===== config.mk =====
export PLATFORM = sky130hd
export DESIGN_NAME = tbc_trigger_break_controller
export DESIGN_NICKNAME = d
export VERILOG_FILES = /design/src/tbc_pkg.sv /design/src/tbc_trigger_break_controller.sv
export VERILOG_INCLUDE_DIRS = /design/src
export SDC_FILE = /design/constraint.sdc
export NUM_CORES = 1
export LEC_CHECK = 0
export ABC_AREA = 1
export BUFFER_PORTS_ARGS = -buffer_cell sky130_fd_sc_hd__clkbuf_2
export CAP_MARGIN = 25
export CORE_AREA = 3 3 127 129
export DETAILED_ROUTE_END_ITERATION = 12
export DIE_AREA = 0 0 130 132
export GPL_TIMING_DRIVEN = 0
export PLACE_DENSITY = 0.75
export SETUP_SLACK_MARGIN = 0.4
export SLEW_MARGIN = 10
export SYNTH_ARGS = -nofsm -noshare
export SYNTH_HDL_FRONTEND = slang
export SYNTH_SLANG_ARGS = --single-unit

===== constraint.sdc =====
create_clock -name ref_clk -period 2.7 [get_ports ref_clk]
set_clock_uncertainty 0.2 [all_clocks]
set_input_delay 0.405 -clock ref_clk [delete_from_list [all_inputs] [get_ports ref_clk]]
set_output_delay 0.405 -clock ref_clk [all_outputs]
set_load 0.01 [all_outputs]

===== src/tbc_regs.svh =====
/*
 Register offsets, field positions, reset values and sizes of the
 trigger and break controller.
 Assumes it is included by its bare name from the design file.
*/
`ifndef TBC_REGS_SVH
`define TBC_REGS_SVH
`define TBC_ADDR_CTRL 3'h0
`define TBC_ADDR_TRIG 3'h1
`define TBC_ADDR_STAT 3'h2
`define TBC_ADDR_HEADL 3'h3
`define TBC_ADDR_HEADH 3'h4
`define TBC_CTRL_EN 7
`define TBC_CTRL_ARM 6
`define TBC_CTRL_TAG 5
`define TBC_CTRL_BRK 4
`define TBC_TRIG_SEL 7
`define TBC_TRIG_BEGIN 6
`define TBC_STAT_ARMED_FLAG 7
`define TBC_STAT_AF 6
`define TBC_STAT_BF 5
`define TBC_STAT_CF 4
`define TBC_CTRL_MASK 8'hF0
`define TBC_TRIG_MASK 8'hCF
`define TBC_CTRL_RST 8'h00
`define TBC_TRIG_RST 8'h00
`define TBC_FIFO_DEPTH 4'h8
`endif


===== src/tbc_pkg.sv =====
/*
 Types of the trigger and break controller: trigger modes and the
 run state machine.
 Assumes nothing of its surroundings.
*/
package tbc_pkg;
  typedef enum logic [3:0] {
    TBC_A_ONLY = 4'h0,
    TBC_A_OR_B = 4'h1,
    TBC_A_THEN_B = 4'h2,
    TBC_EVT_B = 4'h3,
    TBC_A_THEN_EVT_B = 4'h4,
    TBC_A_AND_B = 4'h5,
    TBC_A_AND_NOT_B = 4'h6,
    TBC_INSIDE = 4'h7,
    TBC_OUTSIDE = 4'h8
  } tbc_mode_t;
  typedef enum logic [3:0] {
    TBC_ST_IDLE = 4'b0001,
    TBC_ST_END = 4'b0010,
    TBC_ST_WAIT = 4'b0100,
    TBC_ST_FILL = 4'b1000
  } tbc_state_t;
endpackage


===== src/tbc_trigger_break_controller.sv =====
/*
 Trigger and break controller of the on-chip debug module: match flags,
 trigger modes, opcode tracking, trace run control, 8-entry trace FIFO
 and CPU break requests.
 Assumes comparator matches, bus and queue signals come from core logic
 on ref_clk, and a plain register port driven on the same clock.
*/
// The register offsets and the strobed register port are this design's own decisions.
// Notes on behaviour
// - Nothing breaks or captures unless the module enable bit is one.
// - Break enable gates all breaks; tag bit picks tag or force type.
// - Comparator C only breaks; it never triggers trace capture.
// - With qualify select set, A/B triggers wait for opcode execution; full, range and event B matches do not.
// - Comparators A and B each have their own opcode tracker; C has none.
// - End run: trigger stops capture; the match also drives break logic.
// - Begin run: trigger starts capture; break when the FIFO fills.
// - Begin run stores after the trigger until 8 entries are filled.
// - End run stores until trigger, oldest dropped beyond 8 entries.
// - Armed by enable and arm; arm alone clears at trigger or FIFO full, enable stays.
// - Any reset clears arm and armed flag, ending a run.
// - Armed flag clears on writing arm zero or enable low.
// - Arming clears the A, B, C flags; matches then set A/B flags.
// - FIFO holds change-of-flow addresses, or B-match data in events.
// - A-only sets A on A match; A-or-B sets whichever matched.
// - A-then-B ignores B until A matched; each match sets its flag.
// - Event-only modes run as begin type; A-then variant waits for A.
// - Full modes set both flags only on same-cycle A and B (or not B).
// - Tag breaks in full end runs use comparator A matches only.
// - Inside range sets both flags when A <= address <= B.
// - Force breaks at next boundary; tag breaks ride the queue.
// - Mode code 0x0 is A-only and 0x1 is A-or-B.
// - Outside range sets A below A, B above B.
`timescale 1ns/1ns
`include "tbc_regs.svh"
module tbc_trigger_break_controller (
  input wire logic ref_clk,
  input wire logic reset_n,
  input wire logic [2:0] reg_addr,
  input wire logic [7:0] reg_wdata,
  input wire logic reg_wr,
  input wire logic reg_rd,
  output logic [7:0] reg_rdata,
  input wire logic bus_cycle,
  input wire logic [7:0] bus_data,
  input wire logic cmp_a_match,
  input wire logic cmp_b_match,
  input wire logic cmp_c_match,
  input wire logic addr_ge_a,
  input wire logic addr_le_b,
  input wire logic opcode_fetch,
  input wire logic [1:0] queue_depth,
  input wire logic insn_start,
  input wire logic queue_flush,
  input wire logic cof_valid,
  input wire logic [15:0] cof_addr,
  output logic break_force_req,
  output logic break_tag_req,
  output logic [15:0] fifo_head,
  output logic capture_active
);
  function automatic logic tbc_is_event(input tbc_pkg::tbc_mode_t m);
    tbc_is_event = (m == tbc_pkg::TBC_EVT_B) ||
                   (m == tbc_pkg::TBC_A_THEN_EVT_B);
  endfunction
  function automatic logic tbc_is_full(input tbc_pkg::tbc_mode_t m);
    tbc_is_full = (m == tbc_pkg::TBC_A_AND_B) ||
                  (m == tbc_pkg::TBC_A_AND_NOT_B);
  endfunction

  logic [7:0] ctrl, next_ctrl;
  logic [7:0] trig, next_trig;
  logic flag_a, flag_b, flag_c, next_flag_a, next_flag_b, next_flag_c;
  logic a_seen, next_a_seen;
  logic [2:0] wr_ptr, next_wr_ptr;
  logic [3:0] count, next_count;
  logic brk_force, brk_tag, next_brk_force, next_brk_tag;
  logic [7:0] next_rdata;
  logic [15:0] next_head;
  logic [15:0] mem [0:7];
  tbc_pkg::tbc_state_t state, next_state;
  tbc_pkg::tbc_mode_t mode;
  logic ma, mb, mc, qa, qb, set_a, set_b, trig_hit, live, armed_bits;
  logic arm_start, begin_eff, evt, cap, cap_req, brk, tag_src;
  logic [15:0] cap_data;
  logic [1:0] trk;

  assign mode = tbc_pkg::tbc_mode_t'(trig[3:0]);
  assign ma = bus_cycle & cmp_a_match;
  assign mb = bus_cycle & cmp_b_match;
  assign mc = bus_cycle & cmp_c_match;
  assign evt = tbc_is_event(mode);
  // Trackers are separate so two compared opcodes can be in flight
  genvar gi;
  generate
    for (gi = 0; gi < 2; gi++) begin : g_trk
      logic pend, next_pend, hit, next_hit;
      logic [1:0] cnt, next_cnt;
      logic m;
      assign m = (gi == 0) ? ma : mb;
      always_comb begin
        next_pend = pend;
        next_cnt = cnt;
        next_hit = 1'b0;
        if (m && opcode_fetch) begin
          next_pend = 1'b1;
          next_cnt = queue_depth;
        end else if (queue_flush) begin
          next_pend = 1'b0;
        end else if (pend && insn_start) begin
          if (cnt == 2'h0) begin
            next_hit = 1'b1;
            next_pend = 1'b0;
          end else begin
            next_cnt = cnt - 2'h1;
          end
        end
      end
      always_ff @(posedge ref_clk) begin
        if (!reset_n) begin
          pend <= 1'b0;
          cnt <= 2'h0;
          hit <= 1'b0;
        end else begin
          pend <= next_pend;
          cnt <= next_cnt;
          hit <= next_hit;
        end
      end
      assign trk[gi] = hit;
    end
  endgenerate

  // Event modes compare B bare; the data match cannot be opcode tracked
  assign qa = trig[`TBC_TRIG_SEL] ? trk[0] : ma;
  assign qb = (trig[`TBC_TRIG_SEL] && !evt) ? trk[1] : mb;

  always_comb begin
    set_a = 1'b0;
    set_b = 1'b0;
    trig_hit = 1'b0;
    // Comparator C never enters this decision
    unique case (mode)
      tbc_pkg::TBC_A_ONLY: begin
        set_a = qa;
        trig_hit = qa;
      end
      tbc_pkg::TBC_A_OR_B: begin
        set_a = qa;
        set_b = qb;
        trig_hit = qa | qb;
      end
      tbc_pkg::TBC_A_THEN_B: begin
        set_a = qa;
        set_b = qb & a_seen;
        trig_hit = set_b;
      end
      tbc_pkg::TBC_EVT_B: begin
        set_b = mb;
        trig_hit = mb;
      end
      tbc_pkg::TBC_A_THEN_EVT_B: begin
        set_a = qa;
        set_b = mb & a_seen;
        trig_hit = set_b;
      end
      tbc_pkg::TBC_A_AND_B: begin
        set_a = ma & mb;
        set_b = ma & mb;
        trig_hit = ma & mb;
      end
      tbc_pkg::TBC_A_AND_NOT_B: begin
        set_a = ma & bus_cycle & !cmp_b_match;
        set_b = set_a;
        trig_hit = set_a;
      end
      tbc_pkg::TBC_INSIDE: begin
        set_a = bus_cycle & addr_ge_a & addr_le_b;
        set_b = set_a;
        trig_hit = set_a;
      end
      tbc_pkg::TBC_OUTSIDE: begin
        set_a = bus_cycle & !addr_ge_a;
        set_b = bus_cycle & !addr_le_b;
        trig_hit = set_a | set_b;
      end
      default: begin
        trig_hit = 1'b0;
      end
    endcase
  end

  assign armed_bits = ctrl[`TBC_CTRL_EN] & ctrl[`TBC_CTRL_ARM];
  assign live = (state != tbc_pkg::TBC_ST_IDLE);
  assign begin_eff = trig[`TBC_TRIG_BEGIN] | evt;
  assign arm_start = reg_wr && (reg_addr == `TBC_ADDR_CTRL) &&
                     reg_wdata[`TBC_CTRL_EN] && reg_wdata[`TBC_CTRL_ARM] &&
                     !armed_bits;
  assign cap_req = evt ? mb : cof_valid;
  assign cap_data = evt ? {8'h00, bus_data} : cof_addr;
  // Tag breaks are placed on the raw match in A-only, A-or-B and full modes, on the trigger elsewhere; the CPU queue times them
  assign tag_src = (mode == tbc_pkg::TBC_A_ONLY || tbc_is_full(mode)) ?
                   ma :
                   (mode == tbc_pkg::TBC_A_OR_B) ? (ma | mb) : trig_hit;

  always_comb begin
    next_state = state;
    next_ctrl = ctrl;
    next_trig = trig;
    next_flag_a = flag_a;
    next_flag_b = flag_b;
    next_flag_c = flag_c;
    next_a_seen = a_seen;
    next_wr_ptr = wr_ptr;
    next_count = count;
    cap = 1'b0;
    brk = 1'b0;
    if (arm_start) begin
      next_flag_a = 1'b0;
      next_flag_b = 1'b0;
      next_flag_c = 1'b0;
      next_a_seen = 1'b0;
      next_wr_ptr = 3'h0;
      next_count = 4'h0;
      next_state = begin_eff ? tbc_pkg::TBC_ST_WAIT : tbc_pkg::TBC_ST_END;
    end else if (!armed_bits) begin
      next_state = tbc_pkg::TBC_ST_IDLE;
    end else begin
      unique case (state)
        tbc_pkg::TBC_ST_IDLE: begin
          next_state = tbc_pkg::TBC_ST_IDLE;
        end
        tbc_pkg::TBC_ST_END: begin
          if (trig_hit) begin
            next_state = tbc_pkg::TBC_ST_IDLE;
            next_ctrl[`TBC_CTRL_ARM] = 1'b0;
          end else begin
            cap = cap_req;
          end
          brk = ctrl[`TBC_CTRL_TAG] ? tag_src : trig_hit;
        end
        tbc_pkg::TBC_ST_WAIT: begin
          if (trig_hit) begin
            next_state = tbc_pkg::TBC_ST_FILL;
          end
        end
        tbc_pkg::TBC_ST_FILL: begin
          // A full begin run takes nothing more; the oldest entry stays
          if (count == `TBC_FIFO_DEPTH) begin
            next_state = tbc_pkg::TBC_ST_IDLE;
            next_ctrl[`TBC_CTRL_ARM] = 1'b0;
            brk = 1'b1;
          end else begin
            cap = cap_req;
          end
        end
      endcase
    end
    if (cap && count != `TBC_FIFO_DEPTH) begin
      next_count = count + 4'h1;
    end
    if (cap) begin
      next_wr_ptr = wr_ptr + 3'h1;
    end
    // Sets are applied last so an event in an arming cycle is kept while the state is still live
    if (live) begin
      next_flag_a = next_flag_a | set_a;
      next_flag_b = next_flag_b | set_b;
      next_flag_c = next_flag_c | mc;
      next_a_seen = next_a_seen | set_a;
    end
    // Software write last; a rewrite of arm beats the hardware clear
    if (reg_wr && reg_addr == `TBC_ADDR_CTRL) begin
      next_ctrl = reg_wdata & `TBC_CTRL_MASK;
    end
    if (reg_wr && reg_addr == `TBC_ADDR_TRIG) begin
      next_trig = reg_wdata & `TBC_TRIG_MASK;
    end
    brk = (brk | mc) & ctrl[`TBC_CTRL_EN];
    next_brk_force = brk & ctrl[`TBC_CTRL_BRK] &
                     !ctrl[`TBC_CTRL_TAG];
    next_brk_tag = brk & ctrl[`TBC_CTRL_BRK] &
                   ctrl[`TBC_CTRL_TAG];
  end

  always_comb begin
    next_rdata = 8'h00;
    next_head = mem[wr_ptr - count[2:0]];
    if (count == 4'h0) begin
      next_head = 16'h0000;
    end
    if (reg_rd) begin
      unique case (reg_addr)
        `TBC_ADDR_CTRL: next_rdata = ctrl;
        `TBC_ADDR_TRIG: next_rdata = trig;
        `TBC_ADDR_STAT: next_rdata = {live, flag_a, flag_b, flag_c, count};
        `TBC_ADDR_HEADL: next_rdata = fifo_head[7:0];
        `TBC_ADDR_HEADH: next_rdata = fifo_head[15:8];
        default: next_rdata = 8'h00;
      endcase
    end
  end

  // The array is not reset; entries beyond count are never shown
  always_ff @(posedge ref_clk) begin
    if (cap) begin
      mem[wr_ptr] <= cap_data;
    end
  end

  always_ff @(posedge ref_clk) begin
    if (!reset_n) begin
      state <= tbc_pkg::TBC_ST_IDLE;
      ctrl <= `TBC_CTRL_RST;
      trig <= `TBC_TRIG_RST;
      flag_a <= 1'b0;
      flag_b <= 1'b0;
      flag_c <= 1'b0;
      a_seen <= 1'b0;
      wr_ptr <= 3'h0;
      count <= 4'h0;
      brk_force <= 1'b0;
      brk_tag <= 1'b0;
      reg_rdata <= 8'h00;
      fifo_head <= 16'h0000;
    end else begin
      state <= next_state;
      ctrl <= next_ctrl;
      trig <= next_trig;
      flag_a <= next_flag_a;
      flag_b <= next_flag_b;
      flag_c <= next_flag_c;
      a_seen <= next_a_seen;
      wr_ptr <= next_wr_ptr;
      count <= next_count;
      brk_force <= next_brk_force;
      brk_tag <= next_brk_tag;
      reg_rdata <= next_rdata;
      fifo_head <= next_head;
    end
  end

  assign break_force_req = brk_force;
  assign break_tag_req = brk_tag;
  assign capture_active = (state == tbc_pkg::TBC_ST_END) ||
                          (state == tbc_pkg::TBC_ST_FILL);
endmodule


; Word level (Yosys, flattened, before mapping)
; Memory sizes are Yosys's and may differ from the RTL's. A register that Yosys moved wholly into a read port is not among the register bits.
; Index checks and enable logic that the tools add are counted.
; W data, S select, Z words.
[word_totals]
ff_bits = 43
ramBits = 128
out_inout_bits = 27
word_cells = 195
memories = 1
[mem_list]
columns = memory, depth, width, read_ports, rd_clocked_by_memory_dff, wr, line_no
row1 = mem, 8, 16, 1, 1, 1, tbc_trigger_break_controller.sv:79  ; logic [15:0] mem [0:7];
[classes]
addsub = 5
eq_ne = 29
n_mux = 65
n_bitwise = 29
n_reduce_logical = 47
[op_table]
columns = operator, n
row1 = $pmux W8 S5, 1
row2 = $mux W1, 37
row3 = $mux W4, 7
row4 = $eq A4 B3 Y1 const B, 5
row5 = $and A1 B1 Y1, 17
row6 = $mux W16, 1
row7 = $mux W2, 8
row8 = $ne A4 B4 Y1 const B, 4
row9 = $pmux W4 S4, 1
row10 = $reduce_bool A3 Y1, 5
row11 = $eq A4 B2 Y1 const B, 3
row12 = $eq A4 B4 Y1 const B, 3
row13 = $reduce_or A4 Y1, 3
row14 = $logic_and A1 B1 Y1, 11
row15 = $reduce_bool A2 Y1, 5
row16 = $mux W3, 3
row17 = $or A1 B1 Y1, 9
row18 = $pmux W1 S9, 1
row19 = $reduce_and A3 Y1, 3
row20 = $eq A4 B1 Y1 const B, 2
row21 = $logic_not A4 Y1, 2
row22 = $pmux W1 S8, 1
row23 = $mux W7, 1
row24 = $eq A3 B2 Y1 const B, 2
row25 = 20 further kinds, 40

; Longest topological paths before layout
; Gate-level depths: netlist of the first run.
[depth]
ltp_word = 17
mapped_depth = 15

; Least setup slack after synthesis of the first run
; Ideal clock, no wire load.
[synth_path]
path_type = flip-flop to flip-flop
from = reg state[1]
to = mem mem[0][0], enable pin
t_arrival_ns = 2.099
required_ns = 2.113
setup_slack_ns = 0.014
stages_incl_launch_ff = 8
path_cell_list = dfxtp_1 > inv_1 > nor4_4 > or2_2 > nand2_2 > nor2_4 > nand3_4 > nor3_2
[synth_via]
elab_chain_len = 6
[synth_lines]
columns = element, line_no
row1 = from (decl), tbc_trigger_break_controller.sv:80  ; tbc_pkg::tbc_state_t state, next_state;
row2 = from (signal assigned), tbc_trigger_break_controller.sv:312  ; state <= tbc_pkg::TBC_ST_IDLE;
row3 = from (signal assigned), tbc_trigger_break_controller.sv:326  ; state <= next_state;
row4 = $eq A4 B4 Y1 / $eq A4 B2 Y1 (equally long branches), tbc_trigger_break_controller.sv:228  ; unique case (state)
row5 = $pmux W1 S2 *, tbc_trigger_break_controller.sv:228
row6 = $mux W1 *, tbc_trigger_break_controller.sv:225  ; end else if (!armed_bits) begin
row7 = $mux W1 *, tbc_trigger_break_controller.sv:217  ; if (arm_start) begin
row8 = $mux W1 *, tbc_trigger_break_controller.sv:305  ; if (cap) begin
row9 = $mux W1 (not written as such) *, tbc_trigger_break_controller.sv:306  ; mem[wr_ptr] <= cap_data;
row10 = to (decl), tbc_trigger_break_controller.sv:79
; Mark *: on every way between the ends. The rest lies on a longest branch, timed or not.

; Final worst setup path of the first run
[layout_path]
from = reg count[0]
to = reg fifo_head[4] (read register of mem)
[layout_via]
elab_chain_len = 2
[layout_lines]
columns = element, line_no
row1 = from (decl), tbc_trigger_break_controller.sv:75  ; logic [3:0] count, next_count;
row2 = from (signal assigned), tbc_trigger_break_controller.sv:334  ; count <= next_count;
row3 = "parallel branches: the longest is 2 deep, another holds $sub A3 B3 Y3", -
row4 = to (decl), tbc_trigger_break_controller.sv:58  ; output logic [15:0] fifo_head,
; Parallel ways; which one is timed is not known.
; A chain may end at the register's enable or synchronous reset.

==> summary.txt, run 1 <==
Clocking
  – Clock Latency Late Sink: 450 ps
  – CTS Buf Count: 17
  – CTS tree: done
  – CTS H-tree lvls: 4
  – CTS Buffer Depth: 2
  – CTS sink cnt: between 150 and 200
  – Hold buffers post-CTS: 0
  – Clock root buffer: clkbuf_16
  – Clock transition at path regs: 70 ps

GRT
  – Vias in the first global route: 6,191
  – Overflow after GRT: 0
  – First-pass GRT wire length: 33,000 um
  – Initial antenna violation count: 0
  – Largest net degree at the start of global routing: 19
  – Global Route Usage Sum: 25.7%

STA
  – Max Slew Vio Count: 0
  – Final setup vio count: 0
  – Hold slack: 40.9 ps
  – Final Hold Vio Count: 0
  – RSZ-0062 raised after global routing: yes
  – Slew @ Worst Pin: 907 ps
  – Relative slew slack: 39.2%
  – Final Critical Period: 2560 ps
  – Final worst-path cycle share: 94.8%
  – FMAX: a little under 400 MHz

Critical path
  – Crit path buffers/inverters: 4
  – WS Path Type: flop to flop
  – CP arrival: 2730 ps
  – Worst Setup End Kind: flop
  – CP top delay family: adder cells
  – Type of element launching the critical path: flop
  – Worst path required time: 2870 ps
  – CP max stage cell: fa_2
  – Crit-path max cell delay: ~670 ps
  – Most Frequent Cell on Critical Path: buf_6
  – CP Cell Sequence: ha_4 -> inv_2 -> fa_2 -> buf_6 -> buf_6 -> buf_8 -> o21ai_0 -> o22ai_1 -> nand2_1 -> a21oi_1
  – Max FO, Critical Path: 5

Floorplan
  – Core box area: 15,100 sq um
  – Num rows: 45
  – I/O pin cnt: 78
  – Die width: 130 um
  – Die area: 17,200 sq um
  – Die height: 132 um
  – Starting Density: between 50% and 60%

Drt
  – DRT iter0 DRCs: 864
  – Avg WL per Cell: 20.5 um
  – DRC viols: 0
  – Drt total wl: 23,000 um
  – Via-to-Cell Ratio: between 5 and 6
  – Router iterations before antenna repair: 5
  – ANT nets after route: 0
  – Via Count: 6,526

Yosys
  – Top FF cell, synth: edfxtp_1
  – Syn Inst Count: between 700 and 800
  – Syn_nets: 841
  – Ranking of synthesized cells by area: edfxtp_1 (48%), dfxtp_1 (15%), o21ai_0 (5.7%), nand2_1 (5.2%), nor2_1 (4.8%)
  – Post-synth EDFFs: 128
  – Distinct cell type count of the synthesized netlist: 42
  – Synth area leader: edfxtp_1
  – Synthesis warning total: 0
  – Flip-flop and latch count after synthesis: 187
  – Area fraction of the dominant cell type after synthesis: 48.0%
  – Post-synth ARST share: 0%
  – Syn Area/Cell: 10.2 sq um
  – Synthesized area: 8020 sq um
  – Sequential fraction of the synthesis area: between 60% and 70%

Hold path
  – Hold Path Class: input pin to flop

Power
  – Power share of the combinational group: 3.9%
  – Peak supply drop: 0.459 mV
  – Sw Share: 22.7%
  – Internal power: 4.55 mW
  – Switching pwr: ~1.3 mW
  – Clock power frac: 43.7%
  – P_leak: 3.93 nW
  – Pwr per Cell Area: 568 nW/um^2
  – Tot Pwr: 5.88 mW
  – Seq pwr share: 52.4%

Place
  – Dpl cells: between 1,000 and 1,500
  – Port bufs: 75
  – Hpwl dp: around 14,000 um
  – Final Wtd Congestion: 0.928

Layout
  – Share of layout cells above drive strength 1: 33.2%
  – ANT cells: 0
  – Register area: 5060 sq um
  – Fin cells: 1,126
  – Nets: 984
  – Multi-input gate area: 2940 sq um
  – Area Growth Syn to Fin: 29.3%
  – Fillers: 1,052

Job
  – Max_cap viols: 0

Outcome
  – Outcome: finished, final reports clean
[sequential cells by signal, summed over array words and instances (netlist names), 4 cells and up]
name and count:
count 4, ctrl 4, fifo_head 16, g_trk.cnt 4, mem 128, reg_rdata 8
state 4, trig 6
[final cells by class]
| cell class | count | share of cell area [%] |
|---|---|---|
| plain buffers | 33 | 2.38 |
| clock buffers | 17 | 4.11 |
| clock inverters | 14 | 1.75 |
| inverters | 66 | 2.63 |
| multi-input cells | 497 | 28.4 |
| flip-flops and latches | 187 | 48.8 |
| well taps | 188 | 2.27 |
| repair buffers | 124 | 9.63 |
[layer usage]
layer / vias up / track usage [%] / routed length, um
met2: 373 / 42.6 / 11400
met1: 3045 / 32.1 / 8670
met3: 71 / 5.67 / 1990
li1: 3037 / - / -
met5: - / 0 / 0
met4: 0 / 11.4 / 938
[cells by family (layout without fill, tap and decap cells)]
family	after synthesis	count (layout)	synth area share, %
compound gates	189	189	12.9
xor+xnor	6	6	0.656
buf+inv	99	254	5.07
flops	187	187	62.7
fa+ha+maj	7	7	1.19
mux	2	2	0.265
simple gates	293	293	17.2
[power groups by stage]
stage	Sequential [mW]	Combinational, mW	Clock, mW
final	3.08	0.228	2.57
after global routing	3.08	0.252	2.69
after CTS	3.09	0.211	2.56
after detailed placement	3.15	0.203	0
after global placement	3.15	0.200	0
after floorplan	3.15	0.116	0
[repair_timing]
item | 4_1_cts | 5_1_grt
buffers inserted | 24 | 21
gates resized for setup | 67 | 119
gates cloned | 1 | 3
pin swaps | 16 | 51
setup endpoints to repair | 224 | 229
[worst reg2reg max path: cells and delay by family, from the launching register on]
| family | cells | cell delay, ps |
|---|---|---|
| AO/OA/AOI/OAI | 3 | 510 |
| buffers and inverters | 4 | 390 |
| AND/OR/NAND/NOR | 1 | 150 |
| adder cells (fa/ha/maj) | 2 | 830 |
| flip-flops | 1 | 400 |
[through the flow]
step           setup WS [ps]  utilization, %  instance area (sq um)  setup TNS (ps)
2_1_floorplan            243               -                   8100               0
5_1_grt                  117            68.4                  10400               0
6_report                 139            68.4                  10400               0
3_3_place_gp            -446            57.5                   8710          -50600
4_1_cts                  279            64.6                   9790               0
3_5_place_dp            -474            57.5                   8710          -54400
[cell usage in the layout, fill, tap and decap left out, drive strengths merged]
| cell type | n |
|---|---|
| dfxtp | 59 |
| o31ai | 2 |
| nand3 | 35 |
| o21bai | 1 |
| o21ai | 93 |
| edfxtp | 128 |
| nor3 | 13 |
| inv | 69 |
| mux2i | 1 |
| fa | 1 |
| nand2 | 123 |
| ha | 6 |
| mux2 | 1 |
| or2 | 1 |
| a221oi | 7 |
| nor2 | 110 |
| xnor2 | 2 |
| buf | 61 |
| xor2 | 4 |
| clkbuf | 113 |
| a21oi | 50 |
| nor4 | 2 |
| o21a | 2 |
| clkinv | 9 |
| bufinv | 2 |
| nand4 | 8 |
| o22ai | 32 |
| o211ai | 2 |
| nand3b | 1 |
[path summary, 6_finish.rpt]
check / start / endpoint / slack, ps / depth (start not counted)
worst max-delay path: count[0] / fifo_head[4] / 140 / 10
worst min-delay path: reg_wdata[6] / ctrl[6] / 40 / 3
worst max register to register: count[0] / fifo_head[4] / 140 / 10
worst min register to register: g_trk[1].cnt[1] / g_trk[1].cnt[1] / 260 / 2
[Yosys cell counts, drive strengths merged (4+ instances only)]
cell / number
nor3: 13
nand3: 35
ha: 6
dfxtp: 59
inv: 65
nor2: 110
nand4: 8
nand2: 123
a21oi: 50
o21ai: 93
a221oi: 7
edfxtp: 128
o22ai: 32
clkbuf: 24
buf: 9
xor2: 4
Note: power is estimated with default switching activity, not from simulation.
==> run 2: changes to the inputs <==
- CORE_AREA: 3 3 127 129 -> 3 3 121 123
- DIE_AREA: 0 0 130 132 -> 0 0 124 126
- PLACE_DENSITY: 0.75 -> 0.78
- clock period: 2.7 -> 2.4 ns (I/O delays scaled with it)
==> run 2 against run 1 <==
The run now ends with setup timing left. Maximum frequency barely moved. Count of clock-buffer cells in the layout did not move. Die area fell by 9.0%. First-iteration DRC count rose by 25%. Non-clock buffer count rose by 20. Hold slack got worse by 24 ps. Sequential share of layout area fell by 2.6 points. Setup slack got worse by 300 ps. Highest routed layer unchanged.
==> summary.txt, run 2 (synthesized netlist as in run 1, its figures left out) <==
Critical path
  – Max FO, Critical Path: 6 (+1)
  – Crit-path max cell delay: 390 ps (-280 ps)
  – CP arrival: 2510 ps (-220 ps)
  – CP top delay family: simple AND/OR/NAND/NOR gates
  – CP Cell Sequence: nand2_4 -> inv_2 -> nand2_2 -> nand4_1 -> nand3_1 -> nand2_2 -> inv_2 -> nand3_4 -> nand2_4 -> buf_12 -> nand3_4 -> buf_12 -> nor3_4 -> buf_6
  – Worst Setup End Kind: flop
  – FF-to-FF setup slack: -160 ps (-300 ps)
  – WS Path Type: flop to flop
  – CP max stage cell: dfxtp_4
  – Type of element launching the critical path: flop
  – Worst path required time: 2350 ps (-520 ps)
  – Crit path buffers/inverters: 5 (+1)

GRT
  – Initial antenna violation count: 0 (unchanged)
  – Largest net degree at the start of global routing: 20 (+1)
  – GR Util met3: 6.06% (+0.39 points)
  – Overflow after GRT: 0 (unchanged)
  – Met1 Usage GRT: 39.3% (+7.2 points)
  – Most used routing layer: met2
  – Vias in the first global route: 6,709 (+8.4%)
  – Met2 usage: 49.7% (+7.1 points)
  – Global Route Usage Sum: 31.3% (+5.7 points)
  – First-pass GRT wire length: 36,500 um (+10%)

Job
  – Max_cap viols: 0 (unchanged)

Layout
  – Share of layout cells above drive strength 1: 39.2% (+6.1 points)
  – Most frequent cells in the layout: edfxtp_1 (128), nand2_1 (104), nor2_1 (86), clkbuf_2 (84), inv_1 (49)
  – Max FFs per register: 128 (unchanged)
  – Commonest non-fill, non-tap cell in the layout: edfxtp_1
  – Top reg by flops: mem
  – Nets: 1,004 (+2.0%)
  – Top Registers: mem x128, fifo_head x16, reg_rdata x8
  – Area Growth Syn to Fin: 36.5%
  – ANT cells: 0 (unchanged)

Floorplan
  – Starting Density: 58.2% (+5.3 points)
  – I/O pin cnt: 78 (unchanged)
  – Die area: 15,600 sq um (-9.0%)
  – Core box area: 13,800 sq um (-9.1%)
  – Num rows: 43 (-4.4%)
  – Die width: 124 um (-4.6%)
  – Die height: 126 um (-4.5%)

STA
  – Final Critical Period: 2560 ps (-0.302 ps)
  – Slew @ Worst Pin: 758 ps (-149 ps)
  – Relative slew slack: 49.5% (+10 points)
  – RSZ-0062 raised after global routing: yes
  – Final setup vio count: 131 (+131)
  – Max Slew Vio Count: 0 (unchanged)
  – Final worst-path cycle share: 107% (+12 points)
  – Final Hold Vio Count: 0 (unchanged)
  – FMAX: 391 MHz (about the same)
  – Fin worst setup slack: -161 ps (-300 ps)

Place
  – Hpwl dp: 13,600 um (+0.43%)
  – Final Wtd Congestion: 0.946 (+2.0%)
  – Port bufs: 75 (unchanged)
  – Setup Slack @ Placement: -795 ps (-321 ps)

Drt
  – Avg WL per Cell: 22.7 um (+11%)
  – Via-to-Cell Ratio: 6.20 (+7.1%)
  – ANT nets after route: 0 (unchanged)
  – Router iterations before antenna repair: 6 (+1)
  – Drt total wl: 25,900 um (+12%)
  – DRT iter0 DRCs: 1,076 (+25%)
  – DRC viols: 0 (unchanged)
  – Via Count: 7,067 (+8.3%)

Hold path
  – Hold Path Class: input pin to flop

Power
  – Tot Pwr: 6.81 mW (+16%)
  – Pwr per Cell Area: 622 nW/um^2 (+9.5%)
  – P_leak: 4.14 nW (+5.3%)
  – Peak supply drop: 0.548 mV (+19%)

Clocking
  – CTS Buffer Depth: 2 (unchanged)
  – Clock root buffer: clkbuf_16
  – CTS H-tree lvls: 4 (unchanged)
  – Clock transition at path regs: 70 ps (about the same)
  – Clock Latency Late Sink: 440 ps (about the same)
  – CTS tree: done
  – CTS Buf Count: 17 (unchanged)
  – CTS sink cnt: 187 (unchanged)

Outcome
  – Outcome: finished, violations left
  – Failing checks: setup timing
run 2: cell count changes in the layout (fill, tap and decap cells not counted), moves of 9 or more:
cell / change
o21ai_0: -23
o22ai_2: +10
nor2_4: +9
o22ai_1: -11
o21ai_2: +16
buf_6: +13
run 2: layout make-up:
class | instances | area (sq um)
tap | 180 | 225
clock buffer | 17 | 425
sequential | 187 | 5060
fill | 762 | 2830
inverter | 66 | 283
timing repair buffer | 144 | 1200
clock inverter | 15 | 219
buffer | 33 | 287
multi-input combinational | 497 | 3250
run 2: repair_timing:
action,4_1_cts,5_1_grt
gates resized for setup,183,110
buffers inserted,48,14
hold buffers,2,0
pin swaps,71,56
cloned,4,1
hold endpoints to repair,2,0
setup endpoints to repair,280,271
run 2: per-stage QoR:
step                      util (%)  cells  hold slack (ps)  area [sq um]  TNS, ps
final                         79.4   1139             17.4         10900    -9870
after global routing          79.4   1139             24.0         10900   -19430
after CTS                     75.7   1124             1.70         10400     -464
after detailed placement      63.2   1038              260          8700  -103850
after global placement        63.2   1038              252          8700   -94890
after floorplan                  -    783              234          8100    -6280
run 2: path summary, 6_finish.rpt:
path / start / end / depth (start not counted)
setup / recovery: trig[1] / mem[4][4] / 14
hold / removal: reg_wdata[7] / trig[7] / 3
setup reg to reg: trig[1] / mem[4][4] / 14
hold reg to reg: g_trk[1].cnt[1] / g_trk[1].cnt[1] / 2
run 2: layer usage:
metal	vias up	part of all wire, %
met5	-	0
li1	3066	-
met3	133	10
met4	0	7.0
met2	566	48
met1	3302	35
run 2: tightest hold or removal path, delay by kind of cell:
family | cells | cell delay [ps]
AOI/OAI and AO/OA | 1 | 60
buffers and inverters | 1 | 110
and+or+nand+nor | 1 | 80
run 2: report_power, final:
part | switching (mW) | internal (mW)
Sequential | 0.0145 | 3.45
Clock | 1.36 | 1.70
Combinational | 0.182 | 0.0969
Total | 1.56 | 5.25
